`src/rtl/orl_pkg.sv`:
```
package orl_pkg;
    localparam int NUM_RELAYS = 5;
    localparam int NUM_ASSIGN = 7;
    localparam int SIG_W      = 16;
    localparam int SEL_W      = 4;
    localparam int HOLD_W     = 15;
    localparam int ADDR_W     = 6;
    localparam int TICK_W     = 17;

    // Register byte offsets
    localparam logic [ADDR_W-1:0] OFS_CTRL       = 6'h00;
    localparam logic [ADDR_W-1:0] OFS_FORCE      = 6'h04;
    localparam logic [ADDR_W-1:0] OFS_STATUS     = 6'h08;
    localparam logic [ADDR_W-1:0] OFS_RELAY_BASE = 6'h10;
    localparam logic [ADDR_W-1:0] OFS_RELAY_END  = 6'h38;

    // Control register fields
    localparam int CTRL_DISARM_EN  = 0;
    localparam int CTRL_DISARM_CMD = 1;
    localparam int CTRL_GFORCE_LSB = 2;
    localparam int CTRL_EXTSEL_LSB = 4;
    localparam int CTRL_SCADA_ACK  = 8;

    // Per relay configuration fields
    localparam int CFG_INV_LSB   = 0;
    localparam int CFG_COLL_INV  = 7;
    localparam int CFG_LATCH     = 8;
    localparam int CFG_ACKSEL_LSB = 9;
    localparam int CFG_ZONE      = 13;
    localparam int CFG_HOLD_LSB  = 14;

    // Status fields
    localparam int ST_OUT_LSB    = 0;
    localparam int ST_LATCH_LSB  = 5;
    localparam int ST_DISARM_LSB = 10;
    localparam int ST_LIFE       = 15;
    localparam int ST_BOOTED     = 16;

    localparam logic [31:0] REG_RESET = 32'h0000_0000;

    // Hold time counts in steps of 10 ms
    localparam int unsigned CLK_PERIOD_NS  = 100;
    localparam int unsigned TICK_PERIOD_NS = 10_000_000;
    localparam int unsigned TICK_CYCLES    = TICK_PERIOD_NS / CLK_PERIOD_NS;

    typedef enum logic [1:0] {
        FORCE_NORMAL = 2'h0,
        FORCE_OFF    = 2'h1,
        FORCE_ON     = 2'h2
    } orl_force_type;

    typedef enum logic [1:0] {
        LIFE_BOOT  = 2'h0,
        LIFE_RUN   = 2'h1,
        LIFE_FAULT = 2'h3
    } orl_life_type;
endpackage : orl_pkg

```
`src/rtl/orl_relay_ctrl.sv`:
```
// Behaviour
// - Latched relay states are reloaded from retained storage after power returns.
// - Latched state survives any reconfiguration, even clearing the latch setting.
// - Only an acknowledge event releases a latched relay.
// - Life contact has no settings: no assignment, inversion or latching.
// - Panel clear button press acknowledges latched relays.
// - Each relay has its own selectable acknowledge, effective only when latching.
// - Rising selected external acknowledge signal acknowledges all relays at once.
// - Supervisory acknowledge command acknowledges all relays at once.
// - Life contact energized only while no internal fault is present.
// - Life contact stays off for the whole boot sequence.
// - Successful startup energizes life contact and lights its LED.
// - Disarm command works only after disarm enable is set; both default off.
// - Disarm skips relays that are latched or in a running hold time.
// - Zone interlock relays and the life contact are never disarmed.
// - Each relay has a normal, forced off or forced on setting, default normal.
// - Group force overrides each relay force whenever not normal.
// - Acknowledge accepted only once set signals are gone and hold time elapsed.
// - Relay state is OR of up to 7 invertible signals, result invertible.
//
// Added by the designer: register access over Avalon-MM and the register addresses.
`timescale 1ns/1ps
`default_nettype none
module orl_relay_ctrl import orl_pkg::*; #(
    parameter int unsigned TICK_CYC = TICK_CYCLES
) (
    input  wire logic                  clk_sys,
    input  wire logic                  nrst,
    input  wire logic [ADDR_W-1:0]     avs_address,
    input  wire logic                  avs_read,
    input  wire logic                  avs_write,
    input  wire logic [31:0]           avs_writedata,
    input  wire logic [3:0]            avs_byteenable,
    output logic      [31:0]           avs_readdata,
    output logic                       avs_waitrequest,
    input  wire logic [SIG_W-1:0]      sigIn,
    input  wire logic                  panelClearBtn,
    input  wire logic                  internalFault,
    input  wire logic                  startupDone,
    input  wire logic [NUM_RELAYS-1:0] nvLatchIn,
    output logic      [NUM_RELAYS-1:0] nvLatchOut,
    output logic      [NUM_RELAYS-1:0] relayOut,
    output logic                       lifeContact,
    output logic                       lifeLed
);
    typedef struct packed {
        logic                                  busAck;
        logic [31:0]                           rdata;
        logic                                  disarmEn;
        logic                                  disarmCmd;
        logic [1:0]                            groupForce;
        logic [SEL_W-1:0]                      extSel;
        logic [NUM_RELAYS-1:0][1:0]            relayForce;
        logic [NUM_RELAYS-1:0][27:0]           sel;
        logic [NUM_RELAYS-1:0][28:0]           cfg;
        logic [NUM_RELAYS-1:0]                 normState;
        logic [NUM_RELAYS-1:0][HOLD_W-1:0]     holdCnt;
        logic [NUM_RELAYS-1:0]                 latched;
        logic [NUM_RELAYS-1:0]                 disarmed;
        logic [NUM_RELAYS-1:0]                 out;
        orl_life_type                          lifeState;
        logic                                  life;
        logic                                  loaded;
    } orl_state_type;

    orl_state_type             st;
    orl_state_type             next_st;
    logic [SIG_W-1:0]          sigLevel;
    logic [SIG_W-1:0]          sigRise;
    logic                      panelRise;
    logic                      tick;
    logic [NUM_RELAYS-1:0]     ackVec;
    logic [NUM_RELAYS-1:0]     zoneMask;

    // Digital inputs and panel button are asynchronous pins
    orl_sync_edge #(.W(SIG_W)) u_sigSync (
        .clk_sys (clk_sys),
        .nrst    (nrst),
        .asyncIn (sigIn),
        .level   (sigLevel),
        .rise    (sigRise)
    );

    orl_sync_edge #(.W(1)) u_panelSync (
        .clk_sys (clk_sys),
        .nrst    (nrst),
        .asyncIn (panelClearBtn),
        .level   (),
        .rise    (panelRise)
    );

    orl_tick_gen #(.CYCLES(TICK_CYC)) u_tick (
        .clk_sys (clk_sys),
        .nrst    (nrst),
        .tick    (tick)
    );

    function automatic logic [31:0] mergeBe(input logic [31:0] old, input logic [31:0] wd,
                                            input logic [3:0] be);
        logic [31:0] r;
        r = old;
        for (int b = 0; b < 4; b++) begin
            if (be[b]) begin
                r[b*8 +: 8] = wd[b*8 +: 8];
            end
        end
        return r;
    endfunction : mergeBe

    function automatic logic isRelay(input logic [ADDR_W-1:0] a);
        return (a >= OFS_RELAY_BASE) && (a < OFS_RELAY_END) && (a[1:0] == 2'h0);
    endfunction : isRelay

    function automatic logic [2:0] relayIdx(input logic [ADDR_W-1:0] a);
        logic [ADDR_W-1:0] d;
        d = a - OFS_RELAY_BASE;
        return d[5:3];
    endfunction : relayIdx

    // Selector 0 means unassigned; unassigned slots add nothing to the OR
    function automatic logic assignOr(input logic [27:0] s, input logic [6:0] inv,
                                      input logic [SIG_W-1:0] lv);
        logic r;
        r = 1'b0;
        for (int k = 0; k < NUM_ASSIGN; k++) begin
            if (s[k*SEL_W +: SEL_W] != '0) begin
                r = r | (lv[s[k*SEL_W +: SEL_W]] ^ inv[k]);
            end
        end
        return r;
    endfunction : assignOr

    always_comb begin
        logic [31:0]       rd;
        logic [31:0]       wv;
        logic              doWrite;
        logic              scadaAck;
        logic              extRise;
        logic              disarmEvt;
        logic              want;
        logic              busy;
        logic              latchEn;
        logic [1:0]        f;
        logic [2:0]        ri;
        logic [HOLD_W-1:0] holdSet;
        rd        = REG_RESET;
        wv        = REG_RESET;
        doWrite   = 1'b0;
        scadaAck  = 1'b0;
        extRise   = 1'b0;
        disarmEvt = 1'b0;
        want      = 1'b0;
        busy      = 1'b0;
        latchEn   = 1'b0;
        f         = FORCE_NORMAL;
        ri        = '0;
        holdSet   = '0;
        ackVec    = '0;
        zoneMask  = '0;
        next_st   = st;

        // One wait state per access: request seen, then answered
        next_st.busAck = (avs_read || avs_write) && !st.busAck;
        if (next_st.busAck) begin
            if (avs_address == OFS_CTRL) begin
                rd[CTRL_DISARM_EN]                = st.disarmEn;
                rd[CTRL_DISARM_CMD]               = st.disarmCmd;
                rd[CTRL_GFORCE_LSB +: 2]          = st.groupForce;
                rd[CTRL_EXTSEL_LSB +: SEL_W]      = st.extSel;
            end else if (avs_address == OFS_FORCE) begin
                rd[2*NUM_RELAYS-1:0] = st.relayForce;
            end else if (avs_address == OFS_STATUS) begin
                rd[ST_OUT_LSB +: NUM_RELAYS]    = st.out;
                rd[ST_LATCH_LSB +: NUM_RELAYS]  = st.latched;
                rd[ST_DISARM_LSB +: NUM_RELAYS] = st.disarmed;
                rd[ST_LIFE]                     = st.life;
                rd[ST_BOOTED]                   = st.lifeState != LIFE_BOOT;
            end else if (isRelay(avs_address)) begin
                ri = relayIdx(avs_address);
                if (avs_address[2]) begin
                    rd[28:0] = st.cfg[ri];
                end else begin
                    rd[27:0] = st.sel[ri];
                end
            end
            next_st.rdata = rd;
        end

        // Writes land on the edge where waitrequest is low
        doWrite = st.busAck && avs_write;
        if (doWrite) begin
            if (avs_address == OFS_CTRL) begin
                wv = mergeBe({23'h0, 1'b0, st.extSel, st.groupForce, st.disarmCmd, st.disarmEn},
                             avs_writedata, avs_byteenable);
                next_st.disarmEn   = wv[CTRL_DISARM_EN];
                next_st.disarmCmd  = wv[CTRL_DISARM_CMD] && st.disarmEn;
                next_st.groupForce = wv[CTRL_GFORCE_LSB +: 2];
                next_st.extSel     = wv[CTRL_EXTSEL_LSB +: SEL_W];
                scadaAck           = wv[CTRL_SCADA_ACK];
                disarmEvt          = next_st.disarmCmd && !st.disarmCmd;
            end else if (avs_address == OFS_FORCE) begin
                wv = mergeBe({22'h0, st.relayForce}, avs_writedata, avs_byteenable);
                next_st.relayForce = wv[2*NUM_RELAYS-1:0];
            end else if (isRelay(avs_address)) begin
                ri = relayIdx(avs_address);
                if (avs_address[2]) begin
                    wv = mergeBe({3'h0, st.cfg[ri]}, avs_writedata, avs_byteenable);
                    next_st.cfg[ri] = wv[28:0];
                end else begin
                    wv = mergeBe({4'h0, st.sel[ri]}, avs_writedata, avs_byteenable);
                    next_st.sel[ri] = wv[27:0];
                end
            end
        end

        extRise = (st.extSel != '0) && sigRise[st.extSel];

        for (int i = 0; i < NUM_RELAYS; i++) begin
            latchEn = st.cfg[i][CFG_LATCH];
            holdSet = st.cfg[i][CFG_HOLD_LSB +: HOLD_W];
            want    = assignOr(st.sel[i], st.cfg[i][CFG_INV_LSB +: NUM_ASSIGN], sigLevel)
                      ^ st.cfg[i][CFG_COLL_INV];
            busy    = st.holdCnt[i] != '0;
            zoneMask[i] = st.cfg[i][CFG_ZONE];

            // Each change of state is held for at least the hold time
            if (busy && tick) begin
                next_st.holdCnt[i] = st.holdCnt[i] - HOLD_W'(1);
            end
            if (!busy && (want != st.normState[i])) begin
                next_st.normState[i] = want;
                next_st.holdCnt[i]   = holdSet;
            end

            ackVec[i] = panelRise || extRise || scadaAck
                        || (latchEn && st.cfg[i][CFG_ACKSEL_LSB +: SEL_W] != '0
                            && sigRise[st.cfg[i][CFG_ACKSEL_LSB +: SEL_W]]);

            // Clear needs an ack with sources gone and hold expired; a set wins
            if (!st.loaded) begin
                next_st.latched[i] = nvLatchIn[i];
            end else begin
                if (ackVec[i] && !want && !st.normState[i] && !busy) begin
                    next_st.latched[i] = 1'b0;
                end
                if (latchEn && next_st.normState[i]) begin
                    next_st.latched[i] = 1'b1;
                end
            end

            if (disarmEvt && !st.latched[i] && !busy && !st.cfg[i][CFG_ZONE]) begin
                next_st.disarmed[i] = 1'b1;
            end
            // Dropping the command or the enable re-arms every relay
            if (!next_st.disarmEn || !next_st.disarmCmd) begin
                next_st.disarmed[i] = 1'b0;
            end

            f = (next_st.groupForce != FORCE_NORMAL) ? next_st.groupForce
                                                     : next_st.relayForce[i];
            if (f == FORCE_ON) begin
                next_st.out[i] = 1'b1;
            end else if (f == FORCE_OFF) begin
                next_st.out[i] = 1'b0;
            end else begin
                next_st.out[i] = !next_st.disarmed[i]
                                 && (next_st.latched[i] || next_st.normState[i]);
            end
        end
        next_st.loaded = 1'b1;

        // Life contact depends only on health and boot, never on settings
        case (st.lifeState)
            LIFE_BOOT: begin
                if (startupDone && !internalFault) begin
                    next_st.lifeState = LIFE_RUN;
                end
            end
            LIFE_RUN: begin
                if (internalFault) begin
                    next_st.lifeState = LIFE_FAULT;
                end
            end
            LIFE_FAULT: begin
                if (!internalFault) begin
                    next_st.lifeState = LIFE_RUN;
                end
            end
            default: begin
                next_st.lifeState = LIFE_BOOT;
            end
        endcase
        next_st.life = (next_st.lifeState == LIFE_RUN);
    end

    always_ff @(posedge clk_sys or negedge nrst) begin
        if (!nrst) begin
            st <= '0;
        end else begin
            st <= next_st;
        end
    end

    assign avs_waitrequest = !st.busAck;
    assign avs_readdata    = st.rdata;
    assign relayOut        = st.out;
    assign nvLatchOut      = st.latched;
    assign lifeContact     = st.life;
    assign lifeLed         = st.life;
endmodule : orl_relay_ctrl
`default_nettype wire

```
`src/rtl/orl_sync_edge.sv`:
```
`timescale 1ns/1ps
`default_nettype none
module orl_sync_edge import orl_pkg::*; #(
    parameter int W = 1
) (
    input  wire logic         clk_sys,
    input  wire logic         nrst,
    input  wire logic [W-1:0] asyncIn,
    output logic      [W-1:0] level,
    output logic      [W-1:0] rise
);
    typedef struct packed {
        logic [W-1:0] s1;
        logic [W-1:0] s2;
        logic [W-1:0] prev;
    } orl_sync_type;

    orl_sync_type st;
    orl_sync_type next_st;

    // Only s2 may look at s1
    always_comb begin
        next_st      = st;
        next_st.s1   = asyncIn;
        next_st.s2   = st.s1;
        next_st.prev = st.s2;
    end

    always_ff @(posedge clk_sys or negedge nrst) begin
        if (!nrst) begin
            st <= '0;
        end else begin
            st <= next_st;
        end
    end

    assign level = st.s2;
    assign rise  = st.s2 & ~st.prev;
endmodule : orl_sync_edge
`default_nettype wire

```
`src/rtl/orl_tick_gen.sv`:
```
`timescale 1ns/1ps
`default_nettype none
module orl_tick_gen import orl_pkg::*; #(
    parameter int unsigned CYCLES = TICK_CYCLES
) (
    input  wire logic clk_sys,
    input  wire logic nrst,
    output logic      tick
);
    typedef struct packed {
        logic [TICK_W-1:0] cnt;
        logic              tick;
    } orl_tick_type;

    orl_tick_type st;
    orl_tick_type next_st;

    always_comb begin
        next_st = st;
        if (st.cnt >= TICK_W'(CYCLES - 1)) begin
            next_st.cnt  = '0;
            next_st.tick = 1'b1;
        end else begin
            next_st.cnt  = st.cnt + TICK_W'(1);
            next_st.tick = 1'b0;
        end
    end

    always_ff @(posedge clk_sys or negedge nrst) begin
        if (!nrst) begin
            st <= '0;
        end else begin
            st <= next_st;
        end
    end

    assign tick = st.tick;
endmodule : orl_tick_gen
`default_nettype wire

```
`config.mk`:
```
export PLATFORM = sky130hd
export DESIGN_NAME = orl_relay_ctrl
export DESIGN_NICKNAME = d
export VERILOG_FILES = /design/src/rtl/orl_pkg.sv /design/src/rtl/orl_relay_ctrl.sv /design/src/rtl/orl_sync_edge.sv /design/src/rtl/orl_tick_gen.sv
export SDC_FILE = /design/constraint.sdc
export NUM_CORES = 1
export LEC_CHECK = 0
export ABC_AREA = 1
export BUFFER_PORTS_ARGS = -buffer_cell sky130_fd_sc_hd__buf_2
export CAP_MARGIN = 20
export CORE_ASPECT_RATIO = 0.9
export CORE_MARGIN = 3
export CORE_UTILIZATION = 50
export DETAILED_ROUTE_END_ITERATION = 16
export HOLD_SLACK_MARGIN = 0.12
export PLACE_DENSITY = 0.66
export SLEW_MARGIN = 10
export SYNTH_ARGS = -nofsm -noshare
export SYNTH_HDL_FRONTEND = slang
export SYNTH_SLANG_ARGS = --single-unit
```
`constraint.sdc`:
```
create_clock -name clk_sys -period 3.1 [get_ports clk_sys]
set_clock_uncertainty 0.1 [all_clocks]
set_input_delay 0.155 -clock clk_sys [delete_from_list [all_inputs] [get_ports clk_sys]]
set_output_delay 0.155 -clock clk_sys [all_outputs]
set_load 0.02 [all_outputs]
```
=== Word-level counts from Yosys, hierarchy flattened ===
Index checks and enable logic that the tools add are counted.

* Add/sub/neg operators: 7
* Order comparisons: 46
* Equal/unequal tests: 21
* Multiplexer cells: 262
* Bitwise logic cells: 77
* Reductions and logical operators: 177

{| class="wikitable"
|+ Operators with widths
! kind !! count
|-
| two-way mux 285 bit || 2
|-
| two-way mux 8 bit || 42
|-
| two-way mux 303 bit || 1
|-
| two-way mux 295 bit || 1
|-
| < comparator 4 x 5 -> 1 bit, second input constant || 41
|-
| binary-select mux 1 bit (select 4 bit) || 41
|-
| nonzero test 4 bit || 41
|-
| two-way mux 15 bit || 10
|-
| bitwise mux 145 bit || 1
|-
| two-way mux 145 bit || 1
|-
| bitwise mux 140 bit || 1
|-
| two-way mux 140 bit || 1
|-
| two-way mux 1 bit || 122
|-
| binary-select mux 29 bit (select 3 bit) || 1
|-
| demux 29 bit (select 3 bit) || 1
|-
| two-way mux 29 bit || 3
|-
| binary-select mux 28 bit (select 3 bit) || 1
|-
| demux 28 bit (select 3 bit) || 1
|-
| two-way mux 28 bit || 3
|-
| nonzero test 15 bit || 5
|-
| subtractor 15 x 1 -> 15 bit, second input constant || 5
|-
| logical AND 1 bit || 69
|-
| bitwise XOR 1 bit || 40
|-
| logical NOT 1 bit || 35
|-
| other kinds (34) || 121
|}

* Bits in registers: 501
* Input port bits: 70
* Output and inout bits: 45
* Word-level logic and storage cells: 631

=== Depth between registers and ports, before layout ===
Gate-level depths: netlist of the first run.

* Depth in word-level cells: 28
* Depth in mapped cells: 24
* Gate-level depth less buffers: 22

=== By module ===
From an unflattened synthesis of the first run, not the netlist that was laid out.

* Cell total of the unflattened synthesis: 4802
* Area, all modules: 32672.6 um2

{| class="wikitable"
|+ By module, submodules not included
! module !! times used !! cells an instance !! area each (um2)
|-
| orl_relay_ctrl || 1 || 4567 || 30125.1
|-
| orl_sync_edge at u_sigSync || 1 || 96 || 1481.4
|-
| orl_tick_gen || 1 || 134 || 980.9
|-
| orl_sync_edge at u_panelSync || 1 || 5 || 85.1
|}

=== Worst setup path after synthesis of the first run ===
No wires, ideal clock.

* Path type: input port to flip-flop
* Start: input avs_address[4]
* End: register st, in the netlist relayOut[2]
* Library setup time: 0.116 ns
* Arrival: 2.233 ns
* Data required time: 2.884 ns
* Setup slack: 0.651 ns
* Stages on the path: 14
* Path buffers: 2
* Path through: inv_1 > clkbuf_1 > ha_1 > inv_1 > nor4_1 > nand3_1 > clkbuf_1 > o21a_1 > o21ai_0 > inv_1 > nor2_1 > nor2_1 > nand2_1 > nand2_1

{| class="wikitable"
|+ RTL lines
! what !! line !! RTL
|-
| start, declared || orl_relay_ctrl.sv:29 || <nowiki>input wire logic [ADDR_W-1:0] avs_address,</nowiki>
|-
| end signal, assigned || orl_relay_ctrl.sv:300 || <nowiki>st <= next_st;</nowiki>
|-
| end, declared || orl_relay_ctrl.sv:66 || <nowiki>orl_state_type st;</nowiki>
|}

==> impl_metrics.ini, run 1 <==
[pwr]
clkPwrFrac_pct = 32.1
power.density_nw_per_um2 = 600
p_comb_share_pct = 29.5
leakage_nw = 18.3
p_int_mw = 14.0
vdd.ir_drop.worst_uv = 492
p_sw_share_pct = 37.1
pwr-share-seq_pct = 38.4
p_sw_mw = 8.27

[placement]
place_hpwl_mm = 85.4
globalplace.congestion = 0.988
pre_cts_ws_ns = 0.161
numPortBuffers = 108
placed_cell_area_um2 = 34200

[synth]
synth_area_per_cell_um2 = 6.76
synth_largest_area_cell = dfrtp_1
ys_ff_latch = 501
synth_edf_count = 0
netlist_area_um2 = 32200
synth_area_leaders = dfrtp_1 (39%), nand2_1 (18%), o21ai_0 (9.4%)
netlist.area_leader.share_pct = 39.0
yosys_warnings = 0
synthCells = 4758
yosysUniqueCellTypes = 59
synthFlopType = dfrtp_1
postSynth.asyncResetShare_pct = 100
seq_area_frac_synth_pct = 39.0

[timing]
finalCritPeriodShare_pct = 94.4
slew_headroom_pct = 18.7
final.setup.tns_ns = 0
rsz0062_at_grt = no
setup_violations = 0
min_period_ns = 2.93
finalHoldViolCount = 0
worstMarginPinSlew_ns = 1.21
setup_ws_ns = 0.172
final_max_slew_viol_count = 0
fmax_mhz = 342

[routing]
wl_per_cell_um = 21.0
drt_iter0_drc = 4375
viasPerCell = 5.79
vias = 33500
ant_nets = 0
route.detailed.drc = 0
routed_wl_mm = 121
drt_first_pass_iters = 7

[worst_setup_path]
path_cells = dlygate4sd3_1 -> buf_2 -> inv_1 -> nor4_2 -> nand3_1 -> o21a_1 -> o21ai_0 -> inv_1 -> nand2_1 -> dlygate4sd3_1 -> nand2_1
required_ns = 3.53
endpoint_kind = register
crit_path_max_fanout = 21
startpoint_type = input port
crit_type = input port to register
critPathMaxStageDelay_ns = 0.55
slowest_stage = dlygate4sd3_1
arrival_ns = 3.36

[global_routing]
grt_pass1_vias = 30600
grt-ovfl-total = 0
grt_max_degree = 92
grt_pass1_wl_mm = 184
grt_antenna_before_repair = 1
grt_use_total_pct = 35.7

[die]
coreArea_um2 = 63100
start_util_pct = 50.9
num_rows = 87
dieHeight_um = 247
die_w_um = 273
dieArea_um2 = 67400
boundaryPins = 115

[clock_network]
clkSinkCount = 501
htree_num_levels = 2
root_buffer = clkbuf_16
cts_tree = built
clockBufferDepth = 3
clkTransAtPathRegs_ns = 0.06
clkLatencyLatePin_ns = 0.64
cts_setup_buffers = 0
numCtsBuffers = 56

[final_layout]
postLayoutCellArea_um2 = 37100
final_cell_mix = nand2_1 (1526), o21ai_0 (604), nand3_1 (556)
final_nets = 4988
diodes = 0
layout_commonest_cell = nand2_1
drive_gt1_share_pct = 10.5
area_growth_pct = 15.4

[status]
status = finished, final reports clean

[flow_run]
maxCapViolCount = 0

[worst_hold_path]
hp-class = input port to register
## metal layers
metal	global-route usage, %	wire length [um]	up-vias
li1	-	-	15800
met1	50.4	50300	15600
met2	53.3	52000	1813
met3	6.49	13000	365
met4	16.1	6130	0
met5	0	0	-
## path summary, 6_finish.rpt
kind / from / slack [ns] / cells past startpoint / end
min in group asynchronous: nrst / 0.63 / 4 / async pin
max in group asynchronous: nrst / 1.66 / 5 / st[68]$_DFFE_PN0P_
max reg2reg: u_sigSync.level[13]$_DFF_PN0_ / 0.17 / 18 / st[55]$_DFFE_PN0P_
max: avs_address[2] / 0.17 / 11 / relayOut[1]$_DFF_PN0_
min: avs_byteenable[3] / 0.15 / 5 / register
min reg2reg: u_panelSync.next_st[1]$_DFF_PN0_ / 0.25 / 0 / u_panelSync.level$_DFF_PN0_
## area by class of cell
class                           count  area [um^2]
Fill cell                        5968        26000
Multi-Input combinational cell   3512        16500
Sequential cell                   501        12500
Timing Repair Buffer              389         3400
Inverter                          448         1700
Clock buffer                       77         1620
Tap cell                          845         1060
Clock inverter                     25          334
## worst max-delay path, delay by kind of cell
kind	cells	cell delay, ns
compound gates	2	0.52
buf+inv	5	1.75
simple gates	4	0.91
## power by group through the flow
stage / sequential [mW] / clock, mW / combinational (mW)
after floorplan: 8.20 / 0 / 4.61
after CTS: 8.49 / 7.20 / 6.43
after global placement: 8.59 / 0 / 6.20
after detailed placement: 8.59 / 0 / 6.31
final: 8.54 / 7.14 / 6.57
after global routing: 8.65 / 7.46 / 7.32
## Yosys cell counts, types with 7 or more instances
cell type,instances
xor2_1,32
o21a_1,11
ha_1,10
a21oi_1,196
nand4_1,21
dfrtp_1,501
nor2_1,267
nor3b_1,7
nand2_2,11
o221ai_1,14
buf_6,16
nand3_1,558
buf_4,75
o21ai_1,25
clkinv_1,10
nor2_2,7
buf_2,73
inv_2,12
o21ai_0,605
o211ai_2,14
o211ai_1,54
clkbuf_1,121
inv_1,425
nand2_1,1529
a32o_1,10
nand3_2,8
xnor2_1,19
buf_1,11
nor3_1,36
nor4_1,11
## metrics by stage
stage	power (mW)	std cells	hold WS (ns)	util (%)
6_report	22.3	5797	0.153	58.8
5_1_grt	23.4	5797	0.199	58.8
4_1_cts	22.1	5796	0.122	58.7
3_5_place_dp	14.9	5611	0.0357	54.2
3_3_place_gp	14.8	5610	0.0449	54.2
2_1_floorplan	12.8	4760	-0.241	-
## logic make-up after synthesis
| logic type | count (synthesis) | share of synthesized area, % |
|---|---|---|
| AND/OR/NAND/NOR | 2479 | 32.2 |
| AO/OA/AOI/OAI | 959 | 16.4 |
| buffers and inverters | 747 | 10.3 |
| flip-flops | 501 | 39.0 |
| XOR/XNOR | 52 | 1.44 |
| adder cells (fa/ha/maj) | 10 | 0.389 |
| multiplexers | 8 | 0.272 |
| other | 2 | 0.0234 |
## repair_timing
action / 4_1_cts / 5_1_grt
setup endpoints to repair: 0 / 40
hold endpoints to repair: 668 / 0
resized for setup: 0 / 29
hold buffers: 83 / 0
Power figures use the tool's default switching activity.
==> inputs of run 2 (changes only) <==
- CTS_BUF_LIST: unset -> sky130_fd_sc_hd__clkbuf_4 sky130_fd_sc_hd__clkbuf_8
==> impl_metrics.ini, run 2 (synthesis results as in run 1) <==
[clock_network]
root_buffer = clkbuf_8
clkLatencyLatePin_ns = 0.71
clkSinkCount = 501
clockBufferDepth = 3
cts_setup_buffers = 0
numCtsBuffers = 90
clkTransAtPathRegs_ns = 0.06
cts_tree = built
htree_num_levels = 3

[die]
dieArea_um2 = 67400
num_rows = 87
start_util_pct = 50.9
dieHeight_um = 247
boundaryPins = 115
coreArea_um2 = 63100
die_w_um = 273

[worst_hold_path]
hold_depth = 4
hp-class = input port to register

[pwr]
leakage_nw = 18.5
power.density_nw_per_um2 = 592
p_sw_mw = 8.37
finalPower_mw = 22.1
pwr-share-seq_pct = 38.6
p_comb_share_pct = 29.8
vdd.ir_drop.worst_uv = 601
clkPwrFrac_pct = 31.5
p_int_mw = 13.7
p_sw_share_pct = 37.9

[placement]
place_hpwl_mm = 85.4
dp.cells = 5611
pre_cts_ws_ns = 0.161
globalplace.congestion = 0.988
numPortBuffers = 108

[global_routing]
grt-ovfl-total = 0
grt_pass1_vias = 31000
grt_antenna_before_repair = 1
grt_pass1_wl_mm = 185
grt_max_degree = 92
grt_use_total_pct = 35.9

[final_layout]
final_cells = 5877
final_nets = 5043
layout_commonest_cell = nand2_1
nFillCells = 5984
diodes = 0
area_growth_pct = 16.2
fin_util_pct = 59.2
drive_gt1_share_pct = 11.8
final_cell_mix = nand2_1 (1525), o21ai_0 (603), nand3_1 (554)

[timing]
finalHoldViolCount = 0
final_max_slew_viol_count = 0
setup_ws_ns = 0.120
min_period_ns = 2.98
worstMarginPinSlew_ns = 1.19
slew_headroom_pct = 19.6
finalCritPeriodShare_pct = 96.1
setup_violations = 0
fmax_mhz = 336

[flow_run]
maxCapViolCount = 0

[routing]
vias = 33900
viasPerCell = 5.77
route.detailed.drc = 0
ant_nets = 0
drt_first_pass_iters = 7
drt_iter0_drc = 4733
wl_per_cell_um = 20.8
routed_wl_mm = 122

[status]
status = finished, final reports clean

[worst_setup_path]
endpoint_kind = register
arrival_ns = 3.47
startpoint_type = input port
crit_type = input port to register
required_ns = 3.59
crit_path_max_fanout = 21
reg2reg_depth = 16
run 2: cell types whose count changed in the layout (fill, tap and decap cells not counted), sizes merged:
cell / previous run / this run
clkinvlp: 8 / 5
inv: 438 / 442
dlygate4sd3: 82 / 102
clkbuf: 78 / 126
clkinv: 21 / 32
run 2: what timing repair did:
item | 4_1_cts | 5_1_grt
endpoints found under the setup margin | 0 | 46
gates resized for setup | 0 | 37
hold buffers | 103 | 0
hold endpoints to repair | 841 | 0
run 2: path summary, 6_finish.rpt:
check	to	startpoint	slack [ns]
min	nvLatchOut[4]$_DFF_PN0_	nvLatchIn[4]	0.17
max in group asynchronous	st[68]$_DFFE_PN0P_	nrst	1.74
max	relayOut[3]$_DFF_PN0_	avs_address[2]	0.12
max reg2reg	relayOut[3]$_DFF_PN0_	u_sigSync.level[5]$_DFF_PN0_	0.16
min reg2reg	u_sigSync.level[11]$_DFF_PN0_	u_sigSync.next_st[27]$_DFF_PN0_	0.24
min in group asynchronous	avs_readdata[24]$_DFFE_PN0P_	nrst	0.57
run 2: power groups by stage:
stage	logic, mW	registers, mW	clock network [mW]
floorplan	4.61	8.20	0
global placement	6.20	8.59	0
detailed placement	6.31	8.59	0
CTS	6.45	8.49	7.06
global route	7.34	8.65	7.34
finish	6.60	8.54	6.97
run 2: metal layers:
| layer | global-route usage (%) | wire length [um] | part of all wire, % | up-vias |
|---|---|---|---|---|
| met1 | 50.5 | 50700 | 42 | 15700 |
| li1 | - | - | - | 15900 |
| met3 | 6.64 | 12900 | 11 | 348 |
| met4 | 18.1 | 6240 | 5.1 | 0 |
| met5 | 0 | 0 | 0 | - |
| met2 | 52.9 | 52200 | 43 | 1875 |
run 2: critical path, stage by stage:
cell           delay [ns]
dlygate4sd3_1        0.56
buf_2                0.29
nor4_4               0.35
dlygate4sd3_1        0.61
buf_4                0.14
inv_1                0.13
nor2_1               0.18
nand3_1              0.11
nor2_1               0.36
nand3_1              0.16
a21oi_1              0.22
nor2_1               0.07
nand2_1              0.07
nand2_1              0.05
run 2: per-stage QoR:
step	setup TNS (ns)	cell area (um^2)	hold WS (ns)
after floorplan	0	32200	-0.241
after global placement	0	34200	0.0449
after detailed placement	0	34200	0.0357
after CTS	0	37300	0.122
after global routing	-0.0179	37400	0.173
final	0	37400	0.172
run 2: cell type report:
type	count	area, um^2	share of cell area (%)
Clock inverter	37	370	0.991
Tap cell	845	1060	2.83
Timing Repair Buffer	410	3610	9.67
Sequential cell	501	12500	33.6
Inverter	448	1700	4.55
Multi-Input combinational cell	3512	16500	44.1
Clock buffer	124	1610	4.30
